--- src/ubfc_cfg.svh ---
`ifndef UBFC_CFG_SVH
`define UBFC_CFG_SVH

// Register byte addresses on APB
`define UBFC_OFF_BAUD_HIGH   12'h000
`define UBFC_OFF_BAUD_LOW    12'h004
`define UBFC_OFF_OPTION      12'h008
`define UBFC_OFF_CTRL2       12'h00c
`define UBFC_OFF_STATUS      12'h010
`define UBFC_OFF_DATA        12'h014
`define UBFC_OFF_IRQ_STAT    12'h018
`define UBFC_OFF_IRQ_MASK    12'h01c

// Reset values
`define UBFC_RST_BAUD_HIGH   8'h00
`define UBFC_RST_BAUD_LOW    8'h04
`define UBFC_RST_OPTION      8'h00
`define UBFC_RST_CTRL2       8'h00

// High baud register fields
`define UBFC_BH_BREAK_IE     7
`define UBFC_BH_EDGE_IE      6
`define UBFC_BH_DIV_MSB      4

// Option register fields
`define UBFC_OPT_LOOP        7
`define UBFC_OPT_WAIT_STOP   6
`define UBFC_OPT_RX_SRC      5
`define UBFC_OPT_NINE_BIT    4
`define UBFC_OPT_WAKE        3
`define UBFC_OPT_IDLE_TYPE   2
`define UBFC_OPT_PAR_EN      1
`define UBFC_OPT_PAR_ODD     0

// Second control register fields
`define UBFC_C2_TX_EN        3
`define UBFC_C2_RX_EN        2
`define UBFC_C2_TX_DIR       1

// Interrupt status bits
`define UBFC_IRQ_BREAK       0
`define UBFC_IRQ_EDGE        1
`define UBFC_IRQ_TX_DONE     2
`define UBFC_IRQ_RX_FULL     3

// Serial timing
`define UBFC_TICKS_PER_BIT   4'hf
`define UBFC_TICK_MID        4'h7
`define UBFC_DIV_ONE         13'h0001

`endif

--- src/ubfc_pkg.sv ---
package ubfc_pkg;
    // Transmit engine states, Gray coded along the frame
    typedef enum logic [1:0] {
        UBFC_TX_IDLE  = 2'b00,
        UBFC_TX_START = 2'b01,
        UBFC_TX_DATA  = 2'b11,
        UBFC_TX_STOP  = 2'b10
    } ubfc_tx_state_t;

    // Receive engine states, Gray coded along the frame
    typedef enum logic [1:0] {
        UBFC_RX_IDLE  = 2'b00,
        UBFC_RX_START = 2'b01,
        UBFC_RX_DATA  = 2'b11,
        UBFC_RX_STOP  = 2'b10
    } ubfc_rx_state_t;
endpackage

--- src/ubfc_uart.sv ---
// Summary of operation
// - Divisor high half is buffered; working divisor changes on low write.
// - Zero divisor stops the baud generator entirely.
// - Divisor 1..8191 gives bit rate of clock over sixteen times divisor.
// - Generator stays off after reset until rx or tx enable is written one.
// - High register bits 4:0 are divisor 12:8; low register is divisor 7:0.
// - Line-break enable bit routes the break flag to the interrupt.
// - Receive-edge enable bit routes the edge flag to the interrupt.
// - Loopback feeds transmitter into receiver and ignores the receive pin.
// - Stop-in-wait freezes the engines while the processor waits.
// - Under loopback, receiver source chooses internal loop or single wire.
// - Nine-bit select adds a ninth data bit to the frame.
// - Wake select picks idle-line or address-mark wakeup.
// - Idle count type starts idle counting after start or after stop bit.
// - Parity enable makes the top data bit the generated and checked parity.
// - Parity odd select makes the total count of ones odd, else even.
// - Eight byte-wide registers cover baud, options, status and data.
// - Loopback releases the receive pin even while receiving is enabled.
// - Single-wire direction bit decides whether the transmit pin drives.
//
// The APB slave port and the address map were chosen for this implementation.
`timescale 1ns/1ps
`include "ubfc_cfg.svh"

module ubfc_uart #(
    parameter int DIV_W = 13,
    parameter int IDLE_BITS = 10
) (
    // Clock and reset
    input wire logic mclk,
    input wire logic nrst,
    // APB slave
    input wire logic psel,
    input wire logic penable,
    input wire logic pwrite,
    input wire logic [11:0] paddr,
    input wire logic [31:0] pwdata,
    output logic [31:0] prdata,
    output logic pready,
    output logic pslverr,
    // Processor wait state
    input wire logic cpu_wait,
    // Serial pins
    input wire logic rxd_in,
    input wire logic txd_in,
    output logic txd_out,
    output logic txd_oe,
    output logic rxd_owned,
    // Interrupt
    output logic irq
);

    // Software registers
    logic [7:0] baud_divisor_high;
    logic [7:0] baud_divisor_low;
    logic [7:0] serial_option_control;
    logic [7:0] ctrl2;
    logic [4:0] high_buffer;
    logic [3:0] irq_stat;
    logic [3:0] irq_mask;
    logic gen_armed;
    logic [7:0] rx_data;
    logic rx_ninth;
    logic parity_err;
    logic frame_err;
    logic idle_seen;
    logic standby;

    // Register decode
    function automatic logic hit(input logic [11:0] a, input logic [11:0] off);
        return a == off;
    endfunction

    wire wr_en = psel && penable && pwrite;
    wire rd_en = psel && penable && !pwrite;
    wire wr_high = wr_en && hit(paddr, `UBFC_OFF_BAUD_HIGH);
    wire wr_low = wr_en && hit(paddr, `UBFC_OFF_BAUD_LOW);
    wire wr_opt = wr_en && hit(paddr, `UBFC_OFF_OPTION);
    wire wr_c2 = wr_en && hit(paddr, `UBFC_OFF_CTRL2);
    wire wr_data = wr_en && hit(paddr, `UBFC_OFF_DATA);
    wire wr_istat = wr_en && hit(paddr, `UBFC_OFF_IRQ_STAT);
    wire wr_imask = wr_en && hit(paddr, `UBFC_OFF_IRQ_MASK);
    wire rd_data = rd_en && hit(paddr, `UBFC_OFF_DATA);
    wire addr_ok = hit(paddr, `UBFC_OFF_BAUD_HIGH) || hit(paddr, `UBFC_OFF_BAUD_LOW)
        || hit(paddr, `UBFC_OFF_OPTION) || hit(paddr, `UBFC_OFF_CTRL2)
        || hit(paddr, `UBFC_OFF_STATUS) || hit(paddr, `UBFC_OFF_DATA)
        || hit(paddr, `UBFC_OFF_IRQ_STAT) || hit(paddr, `UBFC_OFF_IRQ_MASK);

    // Option fields
    wire loopback_select = serial_option_control[`UBFC_OPT_LOOP];
    wire stop_in_wait = serial_option_control[`UBFC_OPT_WAIT_STOP];
    wire receiver_source = serial_option_control[`UBFC_OPT_RX_SRC];
    wire nine_bit = serial_option_control[`UBFC_OPT_NINE_BIT];
    wire wake_addr_mark = serial_option_control[`UBFC_OPT_WAKE];
    wire idle_count_type = serial_option_control[`UBFC_OPT_IDLE_TYPE];
    wire parity_enable = serial_option_control[`UBFC_OPT_PAR_EN];
    wire parity_odd_select = serial_option_control[`UBFC_OPT_PAR_ODD];
    wire tx_enable = ctrl2[`UBFC_C2_TX_EN];
    wire rx_enable = ctrl2[`UBFC_C2_RX_EN];
    wire single_wire_dir = ctrl2[`UBFC_C2_TX_DIR];
    wire line_break_irq_en = baud_divisor_high[`UBFC_BH_BREAK_IE];
    wire rx_edge_irq_en = baud_divisor_high[`UBFC_BH_EDGE_IE];

    wire [DIV_W-1:0] baud_modulo = DIV_W'({baud_divisor_high[`UBFC_BH_DIV_MSB:0],
        baud_divisor_low});
    wire frozen = stop_in_wait && cpu_wait;
    wire gen_run = gen_armed && (baud_modulo != '0) && !frozen;

    // Register writes; high divisor half waits for the low write
    always_ff @(posedge mclk or negedge nrst) begin
        if (!nrst) begin
            baud_divisor_high <= `UBFC_RST_BAUD_HIGH;
            baud_divisor_low <= `UBFC_RST_BAUD_LOW;
            high_buffer <= '0;
            serial_option_control <= `UBFC_RST_OPTION;
            ctrl2 <= `UBFC_RST_CTRL2;
            irq_mask <= '0;
            gen_armed <= 1'b0;
        end else begin
            if (wr_high) begin
                high_buffer <= pwdata[`UBFC_BH_DIV_MSB:0];
                baud_divisor_high[7:5] <= pwdata[7:5];
            end
            if (wr_low) begin
                baud_divisor_low <= pwdata[7:0];
                baud_divisor_high[`UBFC_BH_DIV_MSB:0] <= high_buffer;
            end
            if (wr_opt) serial_option_control <= pwdata[7:0];
            if (wr_c2) ctrl2 <= pwdata[7:0];
            if (wr_c2 && (pwdata[`UBFC_C2_TX_EN] || pwdata[`UBFC_C2_RX_EN])) begin
                gen_armed <= 1'b1;
            end
            if (wr_imask) irq_mask <= pwdata[3:0];
        end
    end

    // Baud generator: one tick per divisor count, sixteen ticks per bit
    logic [DIV_W-1:0] baud_cnt;
    logic tick;
    always_ff @(posedge mclk or negedge nrst) begin
        if (!nrst) begin
            baud_cnt <= '0;
            tick <= 1'b0;
        end else if (!gen_run || wr_low) begin
            baud_cnt <= '0;
            tick <= 1'b0;
        end else begin
            tick <= (baud_cnt >= baud_modulo - `UBFC_DIV_ONE);
            baud_cnt <= (baud_cnt >= baud_modulo - `UBFC_DIV_ONE) ? '0
                : baud_cnt + `UBFC_DIV_ONE;
        end
    end

    // Frame helpers
    wire [3:0] last_bit = nine_bit ? 4'h8 : 4'h7;

    function automatic logic par_of(input logic [8:0] d, input logic nine, input logic odd);
        logic p;
        p = nine ? ^d[7:0] : ^d[6:0];
        return p ^ odd;
    endfunction

    // Transmitter
    ubfc_pkg::ubfc_tx_state_t tx_state;
    logic [8:0] tx_shift;
    logic [3:0] tx_sub;
    logic [3:0] tx_idx;
    logic tx_line;
    logic tx_busy;
    logic [8:0] tx_hold;
    logic tx_pend;
    logic tx_done_ev;
    wire tx_bit_end = tick && (tx_sub == `UBFC_TICKS_PER_BIT);
    wire [8:0] tx_frame = parity_enable ? (nine_bit
        ? {par_of(tx_hold, 1'b1, parity_odd_select), tx_hold[7:0]}
        : {1'b0, par_of(tx_hold, 1'b0, parity_odd_select), tx_hold[6:0]})
        : tx_hold;

    always_ff @(posedge mclk or negedge nrst) begin
        if (!nrst) begin
            tx_state <= ubfc_pkg::UBFC_TX_IDLE;
            tx_shift <= '0;
            tx_sub <= '0;
            tx_idx <= '0;
            tx_line <= 1'b1;
            tx_hold <= '0;
            tx_pend <= 1'b0;
            tx_done_ev <= 1'b0;
        end else begin
            tx_done_ev <= 1'b0;
            if (wr_data) begin
                tx_hold <= pwdata[8:0];
                tx_pend <= 1'b1;
            end
            if (tick) tx_sub <= tx_sub + 4'h1;
            unique case (tx_state)
                ubfc_pkg::UBFC_TX_IDLE: begin
                    tx_line <= 1'b1;
                    if (tx_pend && tx_enable && tick && !wr_data) begin
                        tx_shift <= tx_frame;
                        tx_pend <= 1'b0;
                        tx_sub <= '0;
                        tx_line <= 1'b0;
                        tx_state <= ubfc_pkg::UBFC_TX_START;
                    end
                end
                ubfc_pkg::UBFC_TX_START: begin
                    if (tx_bit_end) begin
                        tx_line <= tx_shift[0];
                        tx_idx <= '0;
                        tx_state <= ubfc_pkg::UBFC_TX_DATA;
                    end
                end
                ubfc_pkg::UBFC_TX_DATA: begin
                    if (tx_bit_end) begin
                        if (tx_idx == last_bit) begin
                            tx_line <= 1'b1;
                            tx_state <= ubfc_pkg::UBFC_TX_STOP;
                        end else begin
                            tx_shift <= tx_shift >> 1;
                            tx_line <= tx_shift[1];
                            tx_idx <= tx_idx + 4'h1;
                        end
                    end
                end
                ubfc_pkg::UBFC_TX_STOP: begin
                    if (tx_bit_end) begin
                        tx_done_ev <= 1'b1;
                        tx_state <= ubfc_pkg::UBFC_TX_IDLE;
                    end
                end
            endcase
        end
    end
    assign tx_busy = (tx_state != ubfc_pkg::UBFC_TX_IDLE);

    // Receiver input routing
    wire rx_src = !loopback_select ? rxd_in
        : (receiver_source ? txd_in : tx_line);

    // Receiver
    ubfc_pkg::ubfc_rx_state_t rx_state;
    logic [8:0] rx_shift;
    logic [3:0] rx_sub;
    logic [3:0] rx_idx;
    logic rx_prev;
    logic rx_full_ev;
    logic edge_ev;
    logic break_ev;
    logic [3:0] idle_cnt;
    logic idle_armed;
    wire rx_sample = tick && (rx_sub == `UBFC_TICK_MID);
    wire [8:0] rx_word = nine_bit ? rx_shift : {1'b0, rx_shift[8:1]};
    wire rx_par_bad = parity_enable && (par_of(rx_word, nine_bit, parity_odd_select)
        != (nine_bit ? rx_word[8] : rx_word[7]));
    wire wake_mark = nine_bit ? rx_word[8] : rx_word[7];

    always_ff @(posedge mclk or negedge nrst) begin
        if (!nrst) begin
            rx_state <= ubfc_pkg::UBFC_RX_IDLE;
            rx_shift <= '0;
            rx_sub <= '0;
            rx_idx <= '0;
            rx_prev <= 1'b1;
            rx_data <= '0;
            rx_ninth <= 1'b0;
            parity_err <= 1'b0;
            frame_err <= 1'b0;
            rx_full_ev <= 1'b0;
            edge_ev <= 1'b0;
            break_ev <= 1'b0;
            standby <= 1'b0;
            idle_cnt <= '0;
            idle_armed <= 1'b0;
            idle_seen <= 1'b0;
        end else begin
            rx_full_ev <= 1'b0;
            edge_ev <= 1'b0;
            break_ev <= 1'b0;
            rx_prev <= rx_src;
            edge_ev <= rx_enable && rx_prev && !rx_src;
            if (wr_c2) standby <= pwdata[0];
            if (rd_data) idle_seen <= 1'b0;
            if (tick) rx_sub <= rx_sub + 4'h1;
            // Idle counting, one per high bit time
            if (rx_sample && idle_armed && rx_src) begin
                idle_cnt <= idle_cnt + 4'h1;
                if (idle_cnt == 4'(IDLE_BITS - 1)) begin
                    idle_seen <= 1'b1;
                    idle_armed <= 1'b0;
                    if (!wake_addr_mark) standby <= 1'b0;
                end
            end
            unique case (rx_state)
                ubfc_pkg::UBFC_RX_IDLE: begin
                    if (rx_enable && tick && !rx_src) begin
                        rx_sub <= '0;
                        rx_state <= ubfc_pkg::UBFC_RX_START;
                    end
                end
                ubfc_pkg::UBFC_RX_START: begin
                    if (rx_sample) begin
                        rx_idx <= '0;
                        idle_cnt <= '0;
                        idle_armed <= !idle_count_type;
                        rx_state <= rx_src ? ubfc_pkg::UBFC_RX_IDLE
                            : ubfc_pkg::UBFC_RX_DATA;
                    end
                end
                ubfc_pkg::UBFC_RX_DATA: begin
                    if (rx_sample) begin
                        if (!rx_src) idle_cnt <= '0;
                        rx_shift <= {rx_src, rx_shift[8:1]};
                        rx_idx <= rx_idx + 4'h1;
                        if (rx_idx == last_bit) rx_state <= ubfc_pkg::UBFC_RX_STOP;
                    end
                end
                ubfc_pkg::UBFC_RX_STOP: begin
                    if (rx_sample) begin
                        if (idle_count_type) begin
                            idle_cnt <= '0;
                            idle_armed <= 1'b1;
                        end
                        break_ev <= !rx_src && (rx_word == '0);
                        if (wake_addr_mark && wake_mark) standby <= 1'b0;
                        if (!standby || (wake_addr_mark && wake_mark)) begin
                            rx_data <= rx_word[7:0];
                            rx_ninth <= rx_word[8];
                            parity_err <= rx_par_bad;
                            frame_err <= !rx_src;
                            rx_full_ev <= 1'b1;
                        end
                        rx_state <= ubfc_pkg::UBFC_RX_IDLE;
                    end
                end
            endcase
        end
    end

    // Sticky event flags; a new event wins over a write-one clear
    logic [3:0] ev_vec;
    assign ev_vec[`UBFC_IRQ_BREAK] = break_ev;
    assign ev_vec[`UBFC_IRQ_EDGE] = edge_ev;
    assign ev_vec[`UBFC_IRQ_TX_DONE] = tx_done_ev;
    assign ev_vec[`UBFC_IRQ_RX_FULL] = rx_full_ev;
    wire [3:0] clr_vec = wr_istat ? pwdata[3:0] : 4'h0;
    wire [3:0] next_irq_stat = (irq_stat & ~clr_vec) | ev_vec;
    wire [3:0] en_vec = irq_mask & {2'b11, rx_edge_irq_en, line_break_irq_en};

    always_ff @(posedge mclk or negedge nrst) begin
        if (!nrst) begin
            irq_stat <= '0;
            irq <= 1'b0;
        end else begin
            irq_stat <= next_irq_stat;
            irq <= |(next_irq_stat & en_vec);
        end
    end

    // Pin control; single wire turns the pin by direction bit
    wire next_txd_oe = tx_enable && (!loopback_select || (receiver_source
        && single_wire_dir));
    always_ff @(posedge mclk or negedge nrst) begin
        if (!nrst) begin
            txd_out <= 1'b1;
            txd_oe <= 1'b0;
            rxd_owned <= 1'b0;
        end else begin
            txd_out <= tx_line;
            txd_oe <= next_txd_oe || tx_busy && !loopback_select;
            rxd_owned <= rx_enable && !loopback_select;
        end
    end

    // Status read view
    wire [7:0] status_view = {tx_busy, tx_pend, rx_ninth, standby, idle_seen,
        frame_err, parity_err, gen_run};

    // APB read mux; registered answer, no wait state
    wire [7:0] rd_mux = hit(paddr, `UBFC_OFF_BAUD_HIGH) ? baud_divisor_high
        : hit(paddr, `UBFC_OFF_BAUD_LOW) ? baud_divisor_low
        : hit(paddr, `UBFC_OFF_OPTION) ? serial_option_control
        : hit(paddr, `UBFC_OFF_CTRL2) ? ctrl2
        : hit(paddr, `UBFC_OFF_STATUS) ? status_view
        : hit(paddr, `UBFC_OFF_DATA) ? rx_data
        : hit(paddr, `UBFC_OFF_IRQ_STAT) ? {4'h0, irq_stat}
        : hit(paddr, `UBFC_OFF_IRQ_MASK) ? {4'h0, irq_mask} : 8'h00;

    always_ff @(posedge mclk or negedge nrst) begin
        if (!nrst) begin
            prdata <= '0;
            pready <= 1'b0;
            pslverr <= 1'b0;
        end else begin
            pready <= psel && !penable;
            pslverr <= psel && !penable && !addr_ok;
            prdata <= {24'h000000, rd_mux};
        end
    end
endmodule

--- config.mk ---
export PLATFORM = sky130hd
export DESIGN_NAME = ubfc_uart
export DESIGN_NICKNAME = d
export VERILOG_FILES = /design/src/ubfc_pkg.sv /design/src/ubfc_uart.sv
export VERILOG_INCLUDE_DIRS = /design/src
export SDC_FILE = /design/constraint.sdc
export NUM_CORES = 1
export LEC_CHECK = 0
export BUFFER_PORTS_ARGS = -buffer_cell sky130_fd_sc_hd__buf_2
export CAP_MARGIN = 15
export CORE_ASPECT_RATIO = 1.25
export CORE_UTILIZATION = 30
export DETAILED_ROUTE_END_ITERATION = 10
export GPL_ROUTABILITY_DRIVEN = 1
export SYNTH_ARGS = -nofsm -noshare
export SYNTH_HDL_FRONTEND = slang
export SYNTH_SLANG_ARGS = --single-unit
--- constraint.sdc ---
create_clock -name mclk -period 2.45 [get_ports mclk]
set_input_delay 0.1225 -clock mclk [delete_from_list [all_inputs] [get_ports mclk]]
set_output_delay 0.1225 -clock mclk [all_outputs]
set_load 0.05 [all_outputs]
==> results of run 1 <==
-- cells by family after synthesis --
| family | after synthesis |
|---|---|
| muxes | 87 |
| adders and majority gates | 31 |
| xor gates and xnor gates | 43 |
| AOI/OAI and AO/OA | 122 |
| other | 1 |
| buffers and inverters | 72 |
| DFF | 146 |
| and+or+nand+nor | 231 |
-- placed cells by master (no fill, tap or decap), drive strengths merged, types with 5 or more instances in the layout --
| master | netlist | final |
|---|---|---|
| dfrtp | 142 | 142 |
| buf | 36 | 85 |
| nand2 | 77 | 77 |
| mux2 | 61 | 61 |
| nor2 | 58 | 58 |
| o21ai | 44 | 44 |
| ha | 31 | 31 |
| mux2i | 26 | 26 |
| xnor2 | 25 | 25 |
| conb | 1 | 24 |
| clkbuf | 14 | 24 |
| inv | 22 | 22 |
| a21oi | 20 | 20 |
| xor2 | 18 | 18 |
| nor3 | 18 | 18 |
| nand3 | 16 | 16 |
| and3 | 14 | 14 |
| a22o | 13 | 13 |
| a21o | 10 | 10 |
| nor2b | 9 | 9 |
| nand4 | 9 | 9 |
| a31oi | 6 | 6 |
| nand3b | 5 | 5 |
| and2 | 5 | 5 |
-- flip-flops by register name (all words and copies together) (netlist names), 5 cells and up --
| register | cells |
|---|---|
| high_buffer | 5 |
| rx_shift | 9 |
| tx_shift | 9 |
| baud_divisor_low | 8 |
| rx_data | 8 |
| serial_option_control | 8 |
| ctrl2 | 8 |
| prdata | 8 |
| baud_cnt | 13 |
| baud_divisor_high | 8 |
| tx_hold | 9 |
-- repair_timing --
action / 4_1_cts / 5_1_grt
endpoints found under the hold margin: 47 / 0
pin swaps: 2 / 8
hold buffers: 4 / 0
setup buffers: 5 / 0
setup endpoints to repair: 14 / 14
gates resized for setup: 8 / 16
-- how the worst max path moves through the flow --
| stage | startpoint | endpoint |
|---|---|---|
| 2_1_floorplan | baud_divisor_low[6] | baud_cnt[10] |
| 3_3_place_gp | baud_divisor_low[6] | baud_cnt[3] |
| 3_5_place_dp | baud_divisor_low[5] | baud_cnt[5] |
| 4_1_cts | baud_divisor_low[6] | baud_cnt[5] |
| 5_1_grt | baud_divisor_low[6] | baud_cnt[4] |
| 6_report | baud_divisor_low[6] | baud_cnt[9] |
-- worst max-delay path, stage by stage, from the launching register on --
cell and delay (ns):
sky130_fd_sc_hd__dfrtp_1 0.37, sky130_fd_sc_hd__or4_4 0.54, sky130_fd_sc_hd__buf_4 0.16, sky130_fd_sc_hd__nor2_1 0.12, sky130_fd_sc_hd__xnor2_1 0.08, sky130_fd_sc_hd__ha_1 0.32, sky130_fd_sc_hd__nand4_1 0.11, sky130_fd_sc_hd__o31ai_2 0.31
sky130_fd_sc_hd__a31oi_4 0.15, sky130_fd_sc_hd__nand3_2 0.14, sky130_fd_sc_hd__buf_6 0.16, sky130_fd_sc_hd__nor2_1 0.05
-- through the flow --
| stage | utilization | area [µm²] | std cells |
|---|---|---|---|
| after CTS | 0.363 | 9170 | 1162 |
| after global placement | 0.334 | 8460 | 1121 |
| after global routing | 0.366 | 9250 | 1162 |
| after detailed placement | 0.334 | 8460 | 1121 |
| final | 0.366 | 9250 | 1162 |
| after floorplan | - | 7820 | 756 |
-- layout make-up --
type                            instances  share of cell area
Multi-Input combinational cell        538               0.419
Sequential cell                       146               0.396
Clock inverter                          8              0.0110
Clock buffer                           24              0.0542
Tap cell                              335              0.0453
Timing Repair Buffer                   89              0.0661
Inverter                               22             0.00893
-- layer usage --
| layer | part of all wire | global-route usage | vias up |
|---|---|---|---|
| li1 | - | - | 2697 |
| met1 | 0.44 | 0.181 | 2768 |
| met4 | 0.019 | 0.0509 | 0 |
| met5 | 0 | 0 | - |
| met3 | 0.030 | 0.0293 | 28 |
| met2 | 0.51 | 0.250 | 111 |
-- power by group through the flow --
stage                     Sequential, mW  Clock (mW)  Combinational (mW)
after floorplan                     2.47           0               0.154
after global placement              2.46           0               0.248
after detailed placement            2.46           0               0.249
after CTS                           2.42        2.69               0.254
after global routing                2.42        2.82               0.272
final                               2.42        2.64               0.250
==> tab_implementation.tex, run 1 <==
\begin{tabular}{lr}
\hline
Metric & Value \\
\hline
\multicolumn{2}{l}{\textbf{Critical path}} \\
Kind of capture point of the worst setup path & flip-flop \\
Capture instance of the worst register-to-register path & baud\_cnt[9] \\
Maximum fanout along the worst path & 5 \\
Category of the worst setup path launch point & flip-flop \\
Critical setup path kind & reg2reg \\
Crit path required time & 2.77 ns \\
Worst EP arrival & 2.94 ns \\
R2R cell count & 11 \\
Critical R2R Launch & baud\_divisor\_low[6] \\
Slack of the worst reg-to-reg path & -0.18 ns \\
\multicolumn{2}{l}{\textbf{STA}} \\
Max-slew headroom at the worst pin & 0.453 \\
Part of the cycle the worst path needs & 1.07 \\
Final worst slack & -0.175 ns \\
Setup Total Neg Slack & -2.17 ns \\
Worst Max-Slew Pin Slew & 0.814 ns \\
Final hold viol count & 0 \\
Timing-limited maximum frequency & 0.381 GHz \\
Setup repair after global routing missed its margin & yes \\
Endpoints failing setup & 14 \\
Worst hold slack across all endpoints & 0.0110 ns \\
Final worst path period need & 2.63 ns \\
Pins over their slew limit & 0 \\
Post-route clock skew & 0.0113 ns \\
\multicolumn{2}{l}{\textbf{Logic synthesis}} \\
Most repeated cell in the gate-level netlist after synthesis & sky130\_fd\_sc\_hd\_\_dfrtp\_1 \\
Fraction of synthesis flops using an asynchronous set or reset pin & 1.00 \\
Gate count of the mapped netlist & 733 \\
Xor/xnor cell area share of the yosys netlist & 0.0488 \\
Most area-consuming cells after synthesis & sky130\_fd\_sc\_hd\_\_dfrtp\_1, sky130\_fd\_sc\_hd\_\_mux2\_2, sky130\_fd\_sc\_hd\_\_ha\_1, sky130\_fd\_sc\_hd\_\_nand2\_1, sky130\_fd\_sc\_hd\_\_mux2i\_1 \\
Library cell with the largest summed area after synthesis & sky130\_fd\_sc\_hd\_\_dfrtp\_1 \\
Mapped Area & 0.00772 mm² \\
Synthesized-area fraction occupied by ao, oa, aoi and oai cells & 0.104 \\
Count of warnings emitted by yosys & 0 \\
Most instantiated cells after synthesis & sky130\_fd\_sc\_hd\_\_dfrtp\_1, sky130\_fd\_sc\_hd\_\_nand2\_1, sky130\_fd\_sc\_hd\_\_mux2\_2 \\
Simple-gate portion of the synthesized area & 0.150 \\
Dominant combinational cell family by area after synthesis & simple AND/OR/NAND/NOR gates \\
Portion of the post-synthesis area used by sequential elements & 0.474 \\
Per-instance average area after synthesis & 10.5 µm² \\
Fraction of synthesized area in multiplexers & 0.123 \\
Adder-cell area share of the yosys netlist & 0.0502 \\
Top\_reg\_cell synth & sky130\_fd\_sc\_hd\_\_dfrtp\_1 \\
Number of distinct library cells after synthesis & 60 \\
Yosys top cell area share & 0.460 \\
Flip-flop and latch count after synthesis & 146 \\
Number of enable-type register cells in the synthesized netlist & 0 \\
\multicolumn{2}{l}{\textbf{Clocking}} \\
Clock transition at the registers of the reported paths & 0.06 ns \\
CTS H-tree depth & 4 \\
Clock tree from TritonCTS & yes \\
Number of buffers created by CTS & 17 \\
Clk\_lat worst skew & 0.43 ns \\
Clock tree root buffer cell & sky130\_fd\_sc\_hd\_\_clkbuf\_16 \\
Clock Path Buffers & 2 \\
Clock sink count & 146 \\
\multicolumn{2}{l}{\textbf{Floorplanning}} \\
Die outline width & 145 µm \\
Floorplan die height & 181 µm \\
Initial Utilization & 0.305 \\
Row cnt & 65 \\
CORE AREA & 0.0253 mm² \\
Die area & 0.0264 mm² \\
Ports placed on the boundary & 90 \\
\multicolumn{2}{l}{\textbf{Power and ir drop}} \\
Power density normalized to cell area & 574 mW/mm² \\
Sequential share of power & 0.456 \\
Maximum vdd ir drop & 0.000323 V \\
Switching power & 1.22 mW \\
Part of the power in the clock network & 0.497 \\
Switching part of the total & 0.229 \\
Leakage power figure & 4.36 nW \\
Logic pwr share & 0.047 \\
Int Pwr & 4.10 mW \\
Power consumption & 5.31 mW \\
\multicolumn{2}{l}{\textbf{Hold path}} \\
Hold Crit Depth & 2 \\
Hold\_sp & psel \\
Destination of the worst hold path & pready \\
Worst min-delay path class & in2reg \\
\multicolumn{2}{l}{\textbf{Route}} \\
Routed vias/inst & 4.82 \\
Final routed wirelength across all metal layers & 18300 µm \\
Post-route antenna net violation count & 0 \\
Count of TritonRoute iterations in the first routing pass & 5 \\
Vias after detailed routing & 5604 \\
Detailed Route Iter0 Violations & 394 \\
Number of design rule violations left after detail routing & 0 \\
Wire length per cell after detailed routing & 15.7 µm \\
\multicolumn{2}{l}{\textbf{Placed design}} \\
Number of port buffers & 42 \\
Post-placement setup slack & -0.272 ns \\
Placer's final routability congestion estimate & 0.823 \\
Detailed placer's ending HPWL & 13200 µm \\
\multicolumn{2}{l}{\textbf{Layout}} \\
Sequential cell area & 0.00366 mm² \\
Area occupied by multi-input gates & 0.00387 mm² \\
Fill cell count & 2498 \\
Antenna diode count & 0 \\
Synthesis-to-layout area growth & 19.8\% \\
Final net count & 897 \\
Fraction of final layout cells sized beyond drive strength 1 & 0.254 \\
\multicolumn{2}{l}{\textbf{Global route}} \\
Antenna violations before repair & 0 \\
Global-route wire length before repair & 29600 µm \\
Largest net degree at the start of global routing & 53 \\
Number of global-route vias before repair & 5486 \\
Remaining Overflow, GRT & 0 \\
Global-route usage over all layers & 0.146 \\
\multicolumn{2}{l}{\textbf{Run}} \\
Max capacitance violation total & 0 \\
\multicolumn{2}{l}{\textbf{Outcome}} \\
Run status & complete, but fails checks \\
Violations in the final reports & negative setup slack \\
\hline
\end{tabular}
Power figures use the tool's default switching activity.
==> run 2, diff against run 1 <==
==> constraint.sdc (replaced) <==
create_clock -name mclk -period 2.45 [get_ports mclk]
set_input_delay 0.735 -clock mclk [delete_from_list [all_inputs] [get_ports mclk]]
set_output_delay 0.735 -clock mclk [all_outputs]
set_load 0.05 [all_outputs]
==> run 2 against run 1 <==
- the flow still finishes with violations (negative setup slack)
- largest power group unchanged
- non-clock buffer count up 25
- die area did not move
- via count increased by 2.2%
- clock-buffer cell count is 1 lower
- highest routed layer unchanged
- routed wire length about the same
- core utilization rose by 0.74 points
==> tab_implementation.tex, run 2 (synthesis gave the netlist of run 1 again) <==
\begin{tabular}{lr}
\hline
Metric & Value \\
\hline
\multicolumn{2}{l}{\textbf{Layout}} \\
Final standard cell area without fillers & 0.00944 mm² (+2.0\%) \\
Number of flip-flops under the largest register name & 13 (unchanged) \\
Synthesis-to-layout area growth & 22.3\% \\
Sequential cell area & 0.00366 mm² (unchanged) \\
Commonest cells after routing, fill and taps aside & sky130\_fd\_sc\_hd\_\_dfrtp\_1, sky130\_fd\_sc\_hd\_\_nand2\_1, sky130\_fd\_sc\_hd\_\_buf\_4 \\
Fraction of final layout cells sized beyond drive strength 1 & 0.270 (+0.0163) \\
Number of standard cells in the final layout excluding fillers & 1186 (+2.1\%) \\
Area occupied by multi-input gates & 0.00383 mm² (-1.2\%) \\
Reg with most FFs & baud\_cnt \\
Most frequent standard cell in the layout excluding fill and tap cells & sky130\_fd\_sc\_hd\_\_dfrtp\_1 \\
Fill cell count & 2518 (+0.80\%) \\
Antenna diode count & 0 (unchanged) \\
Final net count & 922 (+2.8\%) \\
\multicolumn{2}{l}{\textbf{Clocking}} \\
Clock sink count & 146 (unchanged) \\
Clock transition at the registers of the reported paths & 0.06 ns (about the same) \\
Clock tree root buffer cell & sky130\_fd\_sc\_hd\_\_clkbuf\_16 \\
Number of buffers created by CTS & 17 (unchanged) \\
Hold buffer count at cts & 0 (-4) \\
Clock tree from TritonCTS & yes \\
Clk\_lat worst skew & 0.42 ns (about the same) \\
Clock Path Buffers & 2 (unchanged) \\
CTS H-tree depth & 4 (unchanged) \\
\multicolumn{2}{l}{\textbf{Outcome}} \\
Violations in the final reports & negative setup slack \\
Run status & complete, but fails checks \\
\multicolumn{2}{l}{\textbf{Placed design}} \\
Placed Instances & 1154 (+2.9\%) \\
Detailed placer's ending HPWL & 13500 µm (+2.2\%) \\
Number of port buffers & 42 (unchanged) \\
Cell area reported after detailed placement & 0.00873 mm² (+3.2\%) \\
Placer's final routability congestion estimate & 0.884 (+7.4\%) \\
\multicolumn{2}{l}{\textbf{Route}} \\
Count of TritonRoute iterations in the first routing pass & 5 (unchanged) \\
Post-route antenna net violation count & 0 (unchanged) \\
Number of design rule violations left after detail routing & 0 (unchanged) \\
Routed vias/inst & 4.83 (+0.13\%) \\
Wire length per cell after detailed routing & 15.4 µm (-2.0\%) \\
Detailed Route Iter0 Violations & 387 (-1.8\%) \\
Final routed wirelength across all metal layers & 18300 µm (about the same) \\
Vias after detailed routing & 5727 (+2.2\%) \\
\multicolumn{2}{l}{\textbf{Critical path}} \\
Critical setup path kind & reg2reg \\
Critical R2R Launch & baud\_divisor\_low[6] \\
Crit path required time & 2.80 ns (+0.03 ns) \\
Category of the worst setup path launch point & flip-flop \\
Worst setup startpoint & baud\_divisor\_low[6] \\
Maximum fanout along the worst path & 9 (+4) \\
Worst EP arrival & 2.93 ns (about the same) \\
Kind of capture point of the worst setup path & flip-flop \\
\multicolumn{2}{l}{\textbf{STA}} \\
Final hold viol count & 0 (unchanged) \\
Final worst path period need & 2.58 ns (-0.0414 ns) \\
Final worst slack & -0.134 ns (+0.0414 ns) \\
Max-slew headroom at the worst pin & 0.633 (+0.180) \\
Setup repair after global routing missed its margin & yes \\
Part of the cycle the worst path needs & 1.05 (-0.0169) \\
Setup Total Neg Slack & -1.54 ns (+0.629 ns) \\
Post-route clock skew & 0.00776 ns (-0.00353 ns) \\
Pins over their slew limit & 0 (unchanged) \\
Worst Max-Slew Pin Slew & 0.551 ns (-0.264 ns) \\
Timing-limited maximum frequency & 0.387 GHz (+1.6\%) \\
Worst hold slack across all endpoints & 0.245 ns (+0.234 ns) \\
Endpoints failing setup & 14 (unchanged) \\
\multicolumn{2}{l}{\textbf{Global route}} \\
Number of global-route vias before repair & 5736 (+4.6\%) \\
Largest net degree at the start of global routing & 50 (-5.7\%) \\
Remaining Overflow, GRT & 0 (unchanged) \\
Global-route usage over all layers & 0.146 (about the same) \\
Global-route wire length before repair & 30000 µm (+1.4\%) \\
Antenna violations before repair & 0 (unchanged) \\
\multicolumn{2}{l}{\textbf{Floorplanning}} \\
Row cnt & 65 (unchanged) \\
Initial Utilization & 0.305 (unchanged) \\
CORE AREA & 0.0253 mm² (unchanged) \\
Ports placed on the boundary & 90 (unchanged) \\
Floorplan die height & 181 µm (unchanged) \\
Die area & 0.0264 mm² (unchanged) \\
Die outline width & 145 µm (unchanged) \\
\multicolumn{2}{l}{\textbf{Power and ir drop}} \\
Power consumption & 5.47 mW (+3.1\%) \\
Sequential share of power & 0.442 (-0.014) \\
Logic pwr share & 0.047 (about the same) \\
Part of the power in the clock network & 0.511 (+0.014) \\
Power density normalized to cell area & 580 mW/mm² (+1.0\%) \\
Int Pwr & 4.28 mW (+4.5\%) \\
Switching part of the total & 0.218 (-0.0109) \\
Switching power & 1.19 mW (-1.9\%) \\
Leakage power figure & 4.49 nW (+3.2\%) \\
Maximum vdd ir drop & 0.000289 V (-11\%) \\
\multicolumn{2}{l}{\textbf{Hold path}} \\
Worst min-delay path class & in2async \\
\multicolumn{2}{l}{\textbf{Run}} \\
Max capacitance violation total & 0 (unchanged) \\
\hline
\end{tabular}
run 2: layout make-up:
cell class | count | area share
Clock buffer | 23 | 0.0517
Clock inverter | 8 | 0.0159
Inverter | 22 | 0.00875
Multi-Input combinational cell | 538 | 0.406
Sequential cell | 146 | 0.388
Tap cell | 335 | 0.0444
Timing Repair Buffer | 114 | 0.0859
run 2: path summary, 6_finish.rpt:
path / endpoint / slack (ns) / depth (start not counted)
max: baud_cnt[5] / -0.13 / 10
min: baud_cnt[2] / 0.25 / 1
max reg2reg: baud_cnt[5] / -0.13 / 10
min reg2reg: txd_out / 0.39 / 0
max in group asynchronous: rx_data[1] / 1.47 / 2
min in group mclk: txd_out / 0.39 / 0
run 2: metrics by stage:
step / util / setup slack [ns]
4_1_cts: 0.372 / -0.142
3_3_place_gp: 0.345 / -0.199
2_1_floorplan: - / -0.125
5_1_grt: 0.373 / -0.272
6_report: 0.373 / -0.134
3_5_place_dp: 0.345 / -0.246
run 2: worst max-delay path, cell delays in order (launching register included):
cell,delay [ns]
sky130_fd_sc_hd__dfrtp_1,0.37
sky130_fd_sc_hd__or4_4,0.53
sky130_fd_sc_hd__or3_4,0.36
sky130_fd_sc_hd__nor2_4,0.11
sky130_fd_sc_hd__xnor2_1,0.11
sky130_fd_sc_hd__ha_1,0.27
sky130_fd_sc_hd__a21o_1,0.18
sky130_fd_sc_hd__a31oi_2,0.18
sky130_fd_sc_hd__nand3_2,0.12
sky130_fd_sc_hd__buf_6,0.16
sky130_fd_sc_hd__nor2_1,0.11
run 2: repair_timing:
| action | in CTS | in global routing |
|---|---|---|
| resized for setup | 8 | 5 |
| cloned | 0 | 0 |
| endpoints found under the setup margin | 14 | 14 |
| pin swaps | 4 | 2 |
| setup buffers | 1 | 0 |
run 2: power by group through the flow:
stage / sequential [mW] / clock (mW) / combinational [mW]
6_report: 2.42 / 2.80 / 0.258
2_1_floorplan: 2.47 / 0 / 0.154
3_5_place_dp: 2.46 / 0 / 0.262
3_3_place_gp: 2.46 / 0 / 0.261
4_1_cts: 2.42 / 2.86 / 0.263
5_1_grt: 2.42 / 2.97 / 0.281
run 2: per-layer routing:
layer | up-vias | GRT usage | routed length, µm
met3 | 30 | 0.0253 | 564
li1 | 2759 | - | -
met4 | 0 | 0.0577 | 410
met2 | 125 | 0.256 | 9360
met1 | 2813 | 0.177 | 7930
met5 | - | 0 | 0
